## config.mk

```make
export PLATFORM = sky130hd
export DESIGN_NAME = sfrib_bank
export DESIGN_NICKNAME = d
export VERILOG_FILES = /design/src/pkg/sfrib_pkg.sv /design/src/rtl/sfrib_bank.sv /design/src/rtl/sfrib_sync.sv /design/src/rtl/sfrib_watchdog.sv
export SDC_FILE = /design/constraint.sdc
export NUM_CORES = 1
export LEC_CHECK = 0
export BUFFER_PORTS_ARGS = -buffer_cell sky130_fd_sc_hd__buf_2
export CORE_MARGIN = 2
export CORE_UTILIZATION = 51
export CTS_BUF_LIST = sky130_fd_sc_hd__clkbuf_2
export CTS_CLUSTER_DIAMETER = 40
export DETAILED_ROUTE_END_ITERATION = 8
export GPL_TIMING_DRIVEN = 1
export PLACE_DENSITY = 0.82
export SLEW_MARGIN = 15
export SYNTH_ARGS = -nofsm -noshare
export SYNTH_HDL_FRONTEND = slang
export SYNTH_HIERARCHICAL = 1
export SYNTH_SLANG_ARGS = --single-unit
```

## constraint.sdc

```tcl
create_clock -name ref_clk -period 3.1 [get_ports ref_clk]
set_input_delay 0.62 -clock ref_clk [delete_from_list [all_inputs] [get_ports ref_clk]]
set_output_delay 0.62 -clock ref_clk [all_outputs]
set_load 0.03 [all_outputs]
```

## src/pkg/sfrib_pkg.sv

```systemverilog
// Package: offsets, field positions, reset values and carriers of the special-function bank.
package sfrib_pkg;

  // ----------------------------------------------------------------
  // Register indices (printed offsets) and byte addresses
  // ----------------------------------------------------------------
  localparam logic [3:0]  IDX_IRQ_EN_ONE   = 4'h0;
  localparam logic [3:0]  IDX_IRQ_EN_TWO   = 4'h1;
  localparam logic [3:0]  IDX_IRQ_FLAG_ONE = 4'h2;
  localparam logic [3:0]  IDX_IRQ_FLAG_TWO = 4'h3;
  localparam logic [3:0]  IDX_SPACE_TOP    = 4'hF;
  localparam logic [3:0]  IDX_WDOG_CTRL    = 4'h8;
  localparam logic [3:0]  IDX_EVT_STATUS   = 4'h9;
  localparam logic [3:0]  IDX_EVT_MASK     = 4'hA;
  localparam int          ADDR_LSB         = 2;

  // ----------------------------------------------------------------
  // Field positions
  // ----------------------------------------------------------------
  localparam int BIT_WDOG     = 0;
  localparam int BIT_OSC      = 1;
  localparam int BIT_PWRUP    = 2;
  localparam int BIT_PINRST   = 3;
  localparam int BIT_NMI      = 4;
  localparam int BIT_ACCV     = 5;

  // ----------------------------------------------------------------
  // Implemented-bit masks and reset values
  // ----------------------------------------------------------------
  localparam logic [7:0] EN_ONE_MASK    = 8'h33;
  localparam logic [7:0] EN_ONE_PUC_VAL = 8'h00;
  localparam logic [7:0] FLAG_MASK      = 8'h1F;
  localparam logic [7:0] FLAG_PUC_MASK  = 8'h12;
  localparam logic [7:0] FLAG_PUC_VAL   = 8'h02;
  localparam logic [7:0] FLAG_POR_VAL   = 8'h04;
  localparam logic [7:0] EVT_MASK_BITS  = 8'h3F;
  localparam logic [7:0] ZERO_BYTE      = 8'h00;

  // Watchdog control fields.
  localparam int          WD_MODE_LSB  = 0;
  localparam int          WD_SEL_LSB   = 2;
  localparam logic [1:0]  WD_SEL_RESET = 2'h0;
  localparam logic [15:0] WD_DIV_MAX   = 16'hFFFF;

  // ----------------------------------------------------------------
  // Types
  // ----------------------------------------------------------------
  typedef enum logic [2:0] {
    SFRIB_WD_OFF      = 3'b001,
    SFRIB_WD_RESET    = 3'b010,
    SFRIB_WD_INTERVAL = 3'b100
  } sfrib_wd_mode_t;

  typedef struct packed {
    logic osc_fault;
    logic nmi_edge;
    logic pin_reset;
    logic access_viol;
  } sfrib_events_t;

  typedef struct packed {
    logic        psel;
    logic        penable;
    logic        pwrite;
    logic [31:0] paddr;
    logic [31:0] pwdata;
  } sfrib_apb_req_t;

endpackage

```

## src/rtl/sfrib_bank.sv

```systemverilog
// Special-function register bank: enables, system flags, watchdog and APB slave.
`timescale 1ns/100ps
module sfrib_bank
  import sfrib_pkg::*;
(
  // Clock and resets
  input  wire logic        ref_clk,
  input  wire logic        sys_rst,
  input  wire logic        brownout_rst,
  // APB slave
  input  wire logic        psel,
  input  wire logic        penable,
  input  wire logic        pwrite,
  input  wire logic [31:0] paddr,
  input  wire logic [31:0] pwdata,
  input  wire logic [3:0]  pstrb,
  output logic      [31:0] prdata,
  output logic             pready,
  output logic             pslverr,
  // Asynchronous event pins
  input  wire sfrib_pkg::sfrib_events_t event_pins,
  // System outputs
  output logic             power_up_clear,
  output logic             irq,
  output logic             nmi_req,
  output logic [7:0]       irq_en_out
);
  import sfrib_pkg::*;

  // ----------------------------------------------------------------
  // Synchronised events
  // ----------------------------------------------------------------
  logic [3:0]    ev_sync;
  sfrib_events_t ev;
  logic [3:0]    ev_prev_ff;
  logic [3:0]    ev_rise;

  sfrib_sync #(.W(4)) u_sync (
    .ref_clk  (ref_clk),
    .sys_rst  (sys_rst),
    .async_in (event_pins),
    .sync_out (ev_sync)
  );

  assign ev      = sfrib_events_t'(ev_sync);
  assign ev_rise = ev_sync & ~ev_prev_ff;

  // Brownout is an external level; synchronise it before use.
  logic bo_meta_ff;
  logic bo_sync_ff;
  logic por;

  always_ff @(posedge ref_clk) begin
    if (sys_rst) begin
      bo_meta_ff <= 1'b1;
      bo_sync_ff <= 1'b1;
      ev_prev_ff <= '0;
    end else begin
      bo_meta_ff <= brownout_rst;
      bo_sync_ff <= bo_meta_ff;
      ev_prev_ff <= ev_sync;
    end
  end

  // Power-on is sys_rst or the brownout level; both restore the POR bits.
  assign por = sys_rst || bo_sync_ff;

  // ----------------------------------------------------------------
  // APB decode
  // ----------------------------------------------------------------
  logic       acc;
  logic       wr;
  logic [3:0] idx;
  logic       in_space;
  logic       wr_en1;
  logic       wr_flag;
  logic       wr_wdc;
  logic       wr_sts;
  logic       wr_msk;
  logic [7:0] wbyte;

  function automatic logic hit(input logic [3:0] a, input logic [3:0] b);
    return a == b;
  endfunction

  assign acc      = psel && penable;
  assign idx      = paddr[ADDR_LSB +: 4];
  assign in_space = (paddr[31:ADDR_LSB+4] == '0) && (idx <= IDX_SPACE_TOP);
  assign wr       = acc && pwrite && in_space && pstrb[0];
  assign wbyte    = pwdata[7:0];
  assign wr_en1   = wr && hit(idx, IDX_IRQ_EN_ONE);
  assign wr_flag  = wr && hit(idx, IDX_IRQ_FLAG_ONE);
  assign wr_wdc   = wr && hit(idx, IDX_WDOG_CTRL);
  assign wr_sts   = wr && hit(idx, IDX_EVT_STATUS);
  assign wr_msk   = wr && hit(idx, IDX_EVT_MASK);
  assign pready   = 1'b1;
  assign pslverr  = acc && !in_space;

  // ----------------------------------------------------------------
  // Watchdog
  // ----------------------------------------------------------------
  logic [7:0]     wdc_ff;
  sfrib_wd_mode_t wd_mode;
  logic           wd_expired;
  logic           wd_reset_evt;
  logic           wd_tick_evt;
  logic           puc_ff;

  // Mode field 0 off, 1 reset, 2/3 interval timer.
  assign wd_mode = (wdc_ff[WD_MODE_LSB +: 2] == 2'h0) ? SFRIB_WD_OFF
                 : (wdc_ff[WD_MODE_LSB +: 2] == 2'h1) ? SFRIB_WD_RESET
                 : SFRIB_WD_INTERVAL;

  sfrib_watchdog u_wd (
    .ref_clk      (ref_clk),
    .sys_rst      (puc_ff),
    .mode         (wd_mode),
    .interval_sel (wdc_ff[WD_SEL_LSB +: 2]),
    .restart      (wr_wdc),
    .expired      (wd_expired)
  );

  assign wd_reset_evt = wd_expired && (wd_mode == SFRIB_WD_RESET);
  assign wd_tick_evt  = wd_expired && (wd_mode == SFRIB_WD_INTERVAL);

  // Power-up clear: one cycle after a power-on or a watchdog reset.
  always_ff @(posedge ref_clk) begin
    if (sys_rst) begin
      puc_ff <= 1'b1;
    end else begin
      puc_ff <= por || wd_reset_evt;
    end
  end
  assign power_up_clear = puc_ff;

  // Watchdog control is cleared by power-up clear so a reset loop stops.
  always_ff @(posedge ref_clk) begin
    if (puc_ff) begin
      wdc_ff <= ZERO_BYTE;
    end else if (wr_wdc) begin
      wdc_ff <= wbyte;
    end
  end

  // ----------------------------------------------------------------
  // Enable register one
  // ----------------------------------------------------------------
  logic [7:0] en1_ff;

  // Only implemented positions store; others stay constant zero.
  always_ff @(posedge ref_clk) begin
    if (puc_ff) begin
      en1_ff <= EN_ONE_PUC_VAL;
    end else if (wr_en1) begin
      en1_ff <= wbyte & EN_ONE_MASK;
    end
  end

  // ----------------------------------------------------------------
  // Flag register one
  // ----------------------------------------------------------------
  logic [7:0] flag_set;
  logic [7:0] flag_puc_ff;
  logic [7:0] flag_por_ff;
  logic [7:0] nxt_flag_puc;
  logic [7:0] nxt_flag_por;
  logic [7:0] flags;

  assign flag_set = {3'h0, ev_rise[2], ev.pin_reset, 1'b0, ev.osc_fault,
                     wd_reset_evt || wd_tick_evt};

  // A hardware set wins over a software write in the same cycle.
  assign nxt_flag_puc = ((wr_flag ? wbyte : flag_puc_ff) | flag_set) & FLAG_PUC_MASK;
  assign nxt_flag_por = ((wr_flag ? wbyte : flag_por_ff) | flag_set)
                        & FLAG_MASK & ~FLAG_PUC_MASK;

  // Bits 4 and 1 restore on power-up clear.
  always_ff @(posedge ref_clk) begin
    if (puc_ff) begin
      flag_puc_ff <= FLAG_PUC_VAL | (flag_set & FLAG_PUC_MASK);
    end else begin
      flag_puc_ff <= nxt_flag_puc;
    end
  end

  // Bits 3, 2, 0 restore only on power-on; they survive a watchdog reset.
  always_ff @(posedge ref_clk) begin
    if (por) begin
      flag_por_ff <= FLAG_POR_VAL;
    end else begin
      flag_por_ff <= nxt_flag_por;
    end
  end

  assign flags = flag_puc_ff | flag_por_ff;

  // ----------------------------------------------------------------
  // Interrupt status and mask
  // ----------------------------------------------------------------
  logic [7:0] sts_ff;
  logic [7:0] msk_ff;
  logic [7:0] sts_set;
  logic       wd_irq_ok;

  // Interval enable only counts in interval mode.
  assign wd_irq_ok = en1_ff[BIT_WDOG] && (wd_mode == SFRIB_WD_INTERVAL);
  assign sts_set   = {2'h0, ev_rise[0], ev_rise[2], 2'h0, ev_rise[3], wd_tick_evt};

  always_ff @(posedge ref_clk) begin
    if (puc_ff) begin
      sts_ff <= ZERO_BYTE;
      msk_ff <= ZERO_BYTE;
    end else begin
      sts_ff <= ((wr_sts ? sts_ff & ~wbyte : sts_ff) | sts_set) & EVT_MASK_BITS;
      if (wr_msk) begin
        msk_ff <= wbyte & EVT_MASK_BITS;
      end
    end
  end

  assign irq = |(sts_ff & msk_ff) || (wd_irq_ok && flags[BIT_WDOG]);
  assign nmi_req = (en1_ff[BIT_NMI] && flags[BIT_NMI])
                || (en1_ff[BIT_OSC] && flags[BIT_OSC])
                || (en1_ff[BIT_ACCV] && sts_ff[BIT_ACCV]);
  assign irq_en_out = {en1_ff[7:1], wd_irq_ok};

  // ----------------------------------------------------------------
  // Read data
  // ----------------------------------------------------------------
  logic [7:0] rbyte;

  assign rbyte = hit(idx, IDX_IRQ_EN_ONE)   ? en1_ff
               : hit(idx, IDX_IRQ_FLAG_ONE) ? flags
               : hit(idx, IDX_WDOG_CTRL)    ? wdc_ff
               : hit(idx, IDX_EVT_STATUS)   ? sts_ff
               : hit(idx, IDX_EVT_MASK)     ? msk_ff
               : ZERO_BYTE;

  always_ff @(posedge ref_clk) begin
    if (sys_rst) begin
      prdata <= '0;
    end else if (psel && !penable && !pwrite) begin
      prdata <= {24'h0, in_space ? rbyte : ZERO_BYTE};
    end
  end
endmodule

```

## src/rtl/sfrib_sync.sv

```systemverilog
// Two-flop synchroniser for a group of asynchronous pin levels.
`timescale 1ns/100ps
module sfrib_sync #(
  parameter int W = 4
) (
  // Clock and reset
  input  wire logic         ref_clk,
  input  wire logic         sys_rst,
  // Levels
  input  wire logic [W-1:0] async_in,
  output logic      [W-1:0] sync_out
);

  logic [W-1:0] stage1_ff;
  logic [W-1:0] stage2_ff;

  // The first stage feeds only the second, so metastability is not spread.
  always_ff @(posedge ref_clk) begin
    if (sys_rst) begin
      stage1_ff <= '0;
      stage2_ff <= '0;
    end else begin
      stage1_ff <= async_in;
      stage2_ff <= stage1_ff;
    end
  end

  assign sync_out = stage2_ff;

endmodule

```

## src/rtl/sfrib_watchdog.sv

```systemverilog
// Watchdog counter that either resets the system or ticks as an interval timer.
`timescale 1ns/100ps
module sfrib_watchdog
  import sfrib_pkg::*;
(
  // Clock and reset
  input  wire logic           ref_clk,
  input  wire logic           sys_rst,
  // Configuration
  input  wire sfrib_pkg::sfrib_wd_mode_t mode,
  input  wire logic [1:0]     interval_sel,
  input  wire logic           restart,
  // Results
  output logic                expired
);
  import sfrib_pkg::*;

  logic [15:0] prescale_ff;
  logic [15:0] nxt_prescale;
  logic [1:0]  count_ff;
  logic [1:0]  nxt_count;
  logic        tick;
  logic        running;

  // Interval is (interval_sel+1) prescaler wraps; the prescaler is the slow enable.
  assign running      = (mode != SFRIB_WD_OFF);
  assign tick         = running && (prescale_ff == WD_DIV_MAX);
  assign nxt_prescale = (!running || restart) ? '0 : prescale_ff + 16'h0001;
  assign expired      = tick && (count_ff == interval_sel);
  assign nxt_count    = (!running || restart || expired) ? '0
                      : (tick ? count_ff + 2'h1 : count_ff);

  always_ff @(posedge ref_clk) begin
    if (sys_rst) begin
      prescale_ff <= '0;
      count_ff    <= '0;
    end else begin
      prescale_ff <= nxt_prescale;
      count_ff    <= nxt_count;
    end
  end

endmodule

```

=== Word-level counts from Yosys, hierarchy flattened ===
Cells that the tools add are included.
W data, S select, Z words.

* Register bits after elaboration: 73

* Add/subtract/negate cells: 2
* Multiplexer cells: 12
* Eq/ne operators: 10
* Order comparisons: 1
* Bitwise gates (word level): 9
* Reductions and logical operators: 40

{| class="wikitable"
|+ Operators by type and width
! kind !! number
|-
| $mux W8 || 4
|-
| $logic_not A26 Y1 || 1
|-
| $logic_and A1 B1 Y1 || 22
|-
| $mux W6 || 3
|-
| $add A16 B1 Y16 const B || 1
|-
| $eq A16 B16 Y1 const B || 1
|-
| $and A6 B6 Y6 || 2
|-
| $eq A4 B4 Y1 const B || 3
|-
| $mux W5 || 2
|-
| $logic_or A1 B1 Y1 || 8
|-
| $reduce_or A8 Y1 || 1
|-
| $mux W3 || 2
|-
| $not A6 Y6 || 1
|-
| $or A6 B6 Y6 || 1
|-
| $or A5 B4 Y5 || 1
|-
| $or A5 B5 Y5 || 1
|-
| $and A4 B4 Y4 || 1
|-
| $eq A4 B2 Y1 const B || 1
|-
| $le A4 B4 Y1 const B || 1
|-
| $logic_not A1 Y1 || 4
|-
| $logic_not A4 Y1 || 1
|-
| $mux W4 || 1
|-
| $not A4 Y4 || 1
|-
| $or A4 B4 Y4 || 1
|-
| 8 further kinds || 9
|}

=== Longest topological paths before layout ===
* Word-level depth: 10
* Mapped depth: 9
* Gate-level depth less buffers: 9

=== Cells and area by module ===
Netlist, hierarchy kept.

{| class="wikitable"
|+ Modules (own cells, without submodules)
! module !! area each (µm²) !! times used !! cells each
|-
| sfrib_bank || 2383.5 || 1 || 268
|-
| sfrib_watchdog || 837.1 || 1 || 98
|-
| sfrib_sync || 210.2 || 1 || 16
|}

=== Worst setup path after synthesis ===
No wires, ideal clock.

* Path kind: input port to flip-flop
* Start point: input paddr[24]
* End point: register u_wd.prescale_ff[10]
* Required time: 2.972 ns
* Setup slack: 0.359 ns
* Cell stages on the path: 8
* Arrival: 2.614 ns
* Buffers on the path: 2
* Cells stage by stage: or4_4 nor4_4 nand3_2 clkinv_1 or3_1 clkbuf_1 clkbuf_1 nor2_1

* Word-level cells in the longest chain between the ends: 7

{| class="wikitable"
|+ RTL lines
! item !! RTL line !! source
|-
| start: declaration || sfrib_bank.sv:14 || <nowiki>input wire logic [31:0] paddr,</nowiki>
|-
| $logic_not A26 Y1 || sfrib_bank.sv:88 || <nowiki>assign in_space = (paddr[31:ADDR_LSB+4] == '0) && (idx <= IDX_SPACE_TOP);</nowiki>
|-
| $logic_and A1 B1 Y1 || sfrib_bank.sv:88 ||
|-
| $logic_and A1 B1 Y1 (2 in a row) || sfrib_bank.sv:89 || <nowiki>assign wr = acc && pwrite && in_space && pstrb[0];</nowiki>
|-
| $logic_and A1 B1 Y1 || sfrib_bank.sv:93 || <nowiki>assign wr_wdc = wr && hit(idx, IDX_WDOG_CTRL);</nowiki>
|-
| via wr_wdc || sfrib_bank.sv:77 || <nowiki>logic wr_wdc;</nowiki>
|-
| $logic_or A1 B1 Y1 || sfrib_watchdog.sv:28 || <nowiki>assign nxt_prescale = (!running || restart) ? '0 : prescale_ff + 16'h0001;</nowiki>
|-
| $reduce_or A2 Y1 (no source line) || -- ||
|-
| end signal: assignment || sfrib_watchdog.sv:38 || <nowiki>prescale_ff <= nxt_prescale;</nowiki>
|-
| end: declaration || sfrib_watchdog.sv:18 || <nowiki>logic [15:0] prescale_ff;</nowiki>
|}

The timed path passes the listed nets, and every way through them passes these cells.
A chain may end at the register's enable or synchronous reset.

=== Final worst setup path ===
* Start point: input paddr[24]
* End point: output pslverr

* Word-level cells in the longest chain between the ends: 4

{| class="wikitable"
|+ RTL lines
! item !! RTL line !! source
|-
| $logic_not A26 Y1 || sfrib_bank.sv:88 ||
|-
| $logic_and A1 B1 Y1 || sfrib_bank.sv:88 ||
|-
| $logic_not A1 Y1 || sfrib_bank.sv:97 || <nowiki>assign pslverr = acc && !in_space;</nowiki>
|-
| $logic_and A1 B1 Y1 || sfrib_bank.sv:97 ||
|-
| end: declaration || sfrib_bank.sv:19 || <nowiki>output logic pslverr,</nowiki>
|}

Every way passes these cells.

==> results.tsv <==
stage	metric	value	unit
outcome	outcome	completed	
global_routing	track_usage	20.7	%
sta	period_share	87.9	%
run	cap_violations	0	
floorplan	die_w	86.0	microns
layout	layout-drive-gt1-share	22.1	%
pwr	sequentialPowerShare	60.3	%
floorplan	core	0.00642	sq mm
synth	syn_inst	382	
global_routing	grt_overflow	0	
route	wl_per_cell	14.5	microns
critical_path	reg2reg_slack	0.63	ns
synth	synth_seq_cells	69	
critical_path	critPathCapture	pslverr	
layout	syn_to_final_growth	9.19	%
pwr	comb_power_share	8.9	%
route	dr.first_iter.drc_count	303	
cts	clkTransAtPathRegs	0.16	ns
global_routing	busiest_layer	met2	
floorplan	die_h	86.0	microns
sta	max_freq	0.367	GHz
route	ant_nets	0	
critical_path	crit_top_cell	buf_2	
critical_path	reg2regPathDepth	8	
hold_path	min_path_type	in2reg	
critical_path	worstPathCellList	buf_2 -> or4_4 -> nor3_1 -> nand2_1 -> and3_1 -> buf_2	
pwr	power.total	1.49	mW
sta	rsz0062_at_grt	false	
synth	yosys_warnings	6	
sta	slew_headroom	53.0	%
critical_path	arrival	2.10	ns
sta	hold_viol	0	
placed_design	io_buffers	64	
sta	skew	0.0125	ns
sta	setup_viol	0	
route	dr.pass1.iters	5	
floorplan	io_pins	123	
synth	synth_edf_count	0	
sta	finalCriticalPeriod	2.72	ns
global_routing	antenna_found_initial	0	
synth	ys_types	54	
global_routing	grt_pass1_wl	12200	microns
synth	synthArstFlopShare	0	%
pwr	switching_power	0.380	mW
critical_path	path_class	in2out	
synth	avgSynthCellArea	8.98	sq um
floorplan	dieArea	0.00740	sq mm
placed_design	place_congestion	0.933	
synth	syn_area	0.00343	sq mm
global_routing	use_met3	7.12	%
cts	cts_root_buf	clkbuf_2	
critical_path	crit_path_end_kind	output port	
sta	fin_tns_setup	0	ns
synth	synth_ff_type	dfxtp_1	
cts	cts_buffers	9	
pwr	internal_power	1.11	mW
cts	postCtsSetupRepairBufs	0	
cts	cts_num_sinks	69	
cts	clock_latency	0.48	ns
route	drc_errors	0	
floorplan	rows	29	
global_routing	grtUsageMet1	25.4	%
route	vias	2963	
critical_path	slowest_stage	or4_4	
cts	cts_buffer_depth	2	
route	drt-total-wl	7560	microns
sta	tightest_slew	0.698	ns
sta	slew_violations	0	
critical_path	r2r_end	flag_por_ff[0]$_SDFF_PP0_	
global_routing	grt_max_degree	28	
critical_path	r2r-start	u_wd/prescale_ff[0]$_SDFF_PP0_	
pwr	powerDensity	398	mW/mm^2
pwr	clockPowerShare	30.7	%
cts	htree_levels	3	
critical_path	worst_setup_path_start_kind	input port	
synth	seq_area_frac_synth	40.3	%
critical_path	slowest_delay	0.55	ns
cts	cts_hold_buf	0	
placed_design	dp_hpwl	5640	microns
critical_path	crit_start	paddr[24]	
floorplan	start_util	53.4	%
route	vias_per_cell	5.69	
pwr	p_leak	1.52	nW
pwr	ir_drop	0.000274	V
pwr	switching_share	25.5	%
layout	n_antenna_cell	0	
global_routing	grtUsageMet2	33.7	%
global_routing	grt_pass1_vias	2639	
critical_path	cp_max_fo	3	
cts	cts_tree	done	
layout	nNetsFinal	520	
cts	cts_resized	0	
critical_path	cp.required	2.48	ns
==> critical path: cells and delay by family <==
| family | cells | cell delay (ns) |
|---|---|---|
| buffers and inverters | 2 | 0.27 |
| and+or+nand+nor | 4 | 1.22 |
==> registers in the layout (all words and copies together), names as in the netlist, 2 cells and up <==
register / flops
u_wd/prescale_ff: 16
en1_ff: 4
u_wd/count_ff: 2
sts_ff: 6
prdata: 8
wdc_ff: 8
flag_puc_ff: 2
u_sync/sync_out: 4
flag_por_ff: 3
ev_prev_ff: 3
u_sync/stage1_ff: 4
msk_ff: 6
==> worst min path at each step <==
stage / start / end / slack (ns) / cells after the start
floorplan: bo_meta_ff$_SDFF_PP1_ / bo_sync_ff$_SDFF_PP1_ / 0.39 / 1
global route: brownout_rst / bo_meta_ff$_SDFF_PP1_ / 0.25 / 2
finish: brownout_rst / bo_meta_ff$_SDFF_PP1_ / 0.31 / 2
CTS: brownout_rst / bo_meta_ff$_SDFF_PP1_ / 0.29 / 2
detailed placement: bo_meta_ff$_SDFF_PP1_ / bo_sync_ff$_SDFF_PP1_ / 0.39 / 1
global placement: bo_meta_ff$_SDFF_PP1_ / bo_sync_ff$_SDFF_PP1_ / 0.40 / 1
==> final cells by class <==
type                            instances  area (sq um)
Inverter                               10          37.5
Tap cell                               77          96.3
Fill cell                             600          2680
Sequential cell                        69          1380
Clock buffer                           10          50.0
Timing Repair Buffer                   72           380
Multi-Input combinational cell        279          1760
Clock inverter                          4          41.3
==> logic make-up after synthesis <==
| group | synth area share, % |
|---|---|
| and+or+nand+nor | 26.0 |
| DFF | 40.3 |
| AOI/OAI and AO/OA | 12.6 |
| buffers and inverters | 11.4 |
| muxes | 6.56 |
| xor gates and xnor gates | 2.55 |
| other | 0.219 |
| adders and majority gates | 0.365 |
==> through the flow <==
| stage | hold WS (ns) | area (sq um) | cells | utilization, % | setup slack, ns |
|---|---|---|---|---|---|
| finish | 0.310 | 3750 | 521 | 58.3 | 0.376 |
| global route | 0.252 | 3750 | 521 | 58.3 | 0.276 |
| detailed placement | 0.392 | 3650 | 507 | 56.9 | 0.381 |
| global placement | 0.396 | 3650 | 507 | 56.9 | 0.430 |
| CTS | 0.287 | 3750 | 521 | 58.3 | 0.379 |
| floorplan | 0.389 | 3530 | 409 | - | 0.359 |
==> power by group through the flow <==
stage	combinational (mW)	clock [mW]	sequential, mW
after global placement	0.130	0	0.919
after detailed placement	0.132	0	0.919
after global routing	0.143	0.512	0.902
after CTS	0.132	0.472	0.900
after floorplan	0.118	0	0.918
final	0.133	0.458	0.900
==> metal layers <==
metal | vias to the layer above | share of wire [%]
met5 | - | 0
met4 | 0 | 2.5
met3 | 20 | 7.6
met2 | 128 | 49
met1 | 1395 | 41
li1 | 1420 | -
==> synthesized netlist by cell type (7+ instances only) <==
library cell   n  area share [%]
nor4_1         8             1.5
o31ai_1        7             1.5
buf_4         35             7.7
dfxtp_1       69              40
clkbuf_1      11             1.2
nor2b_1       16             2.9
or3_1          8             1.5
inv_1          8            0.88
nand3_1       10             1.5
nand2_1       40             4.4
mux2i_1       18             5.3
nand3b_1       7             1.5
nor2_1        18             2.0
nand4_1        8             1.5
a21oi_1       16             2.3
o21ai_0        9             1.3
==> placed cells by master, fill, tap and decap left out, types with 8 or more instances in the layout <==
cell type / n
or3_1: 8
clkbuf_2: 10
nor2b_1: 16
nand4_1: 8
a21oi_1: 16
nand3_1: 10
dfxtp_1: 69
buf_2: 64
nand2_1: 40
inv_1: 8
nor2_1: 18
o21ai_0: 9
buf_4: 8
nor4_1: 8
mux2i_1: 18
conb_1: 29
Note: power is estimated with default switching activity, not from simulation.
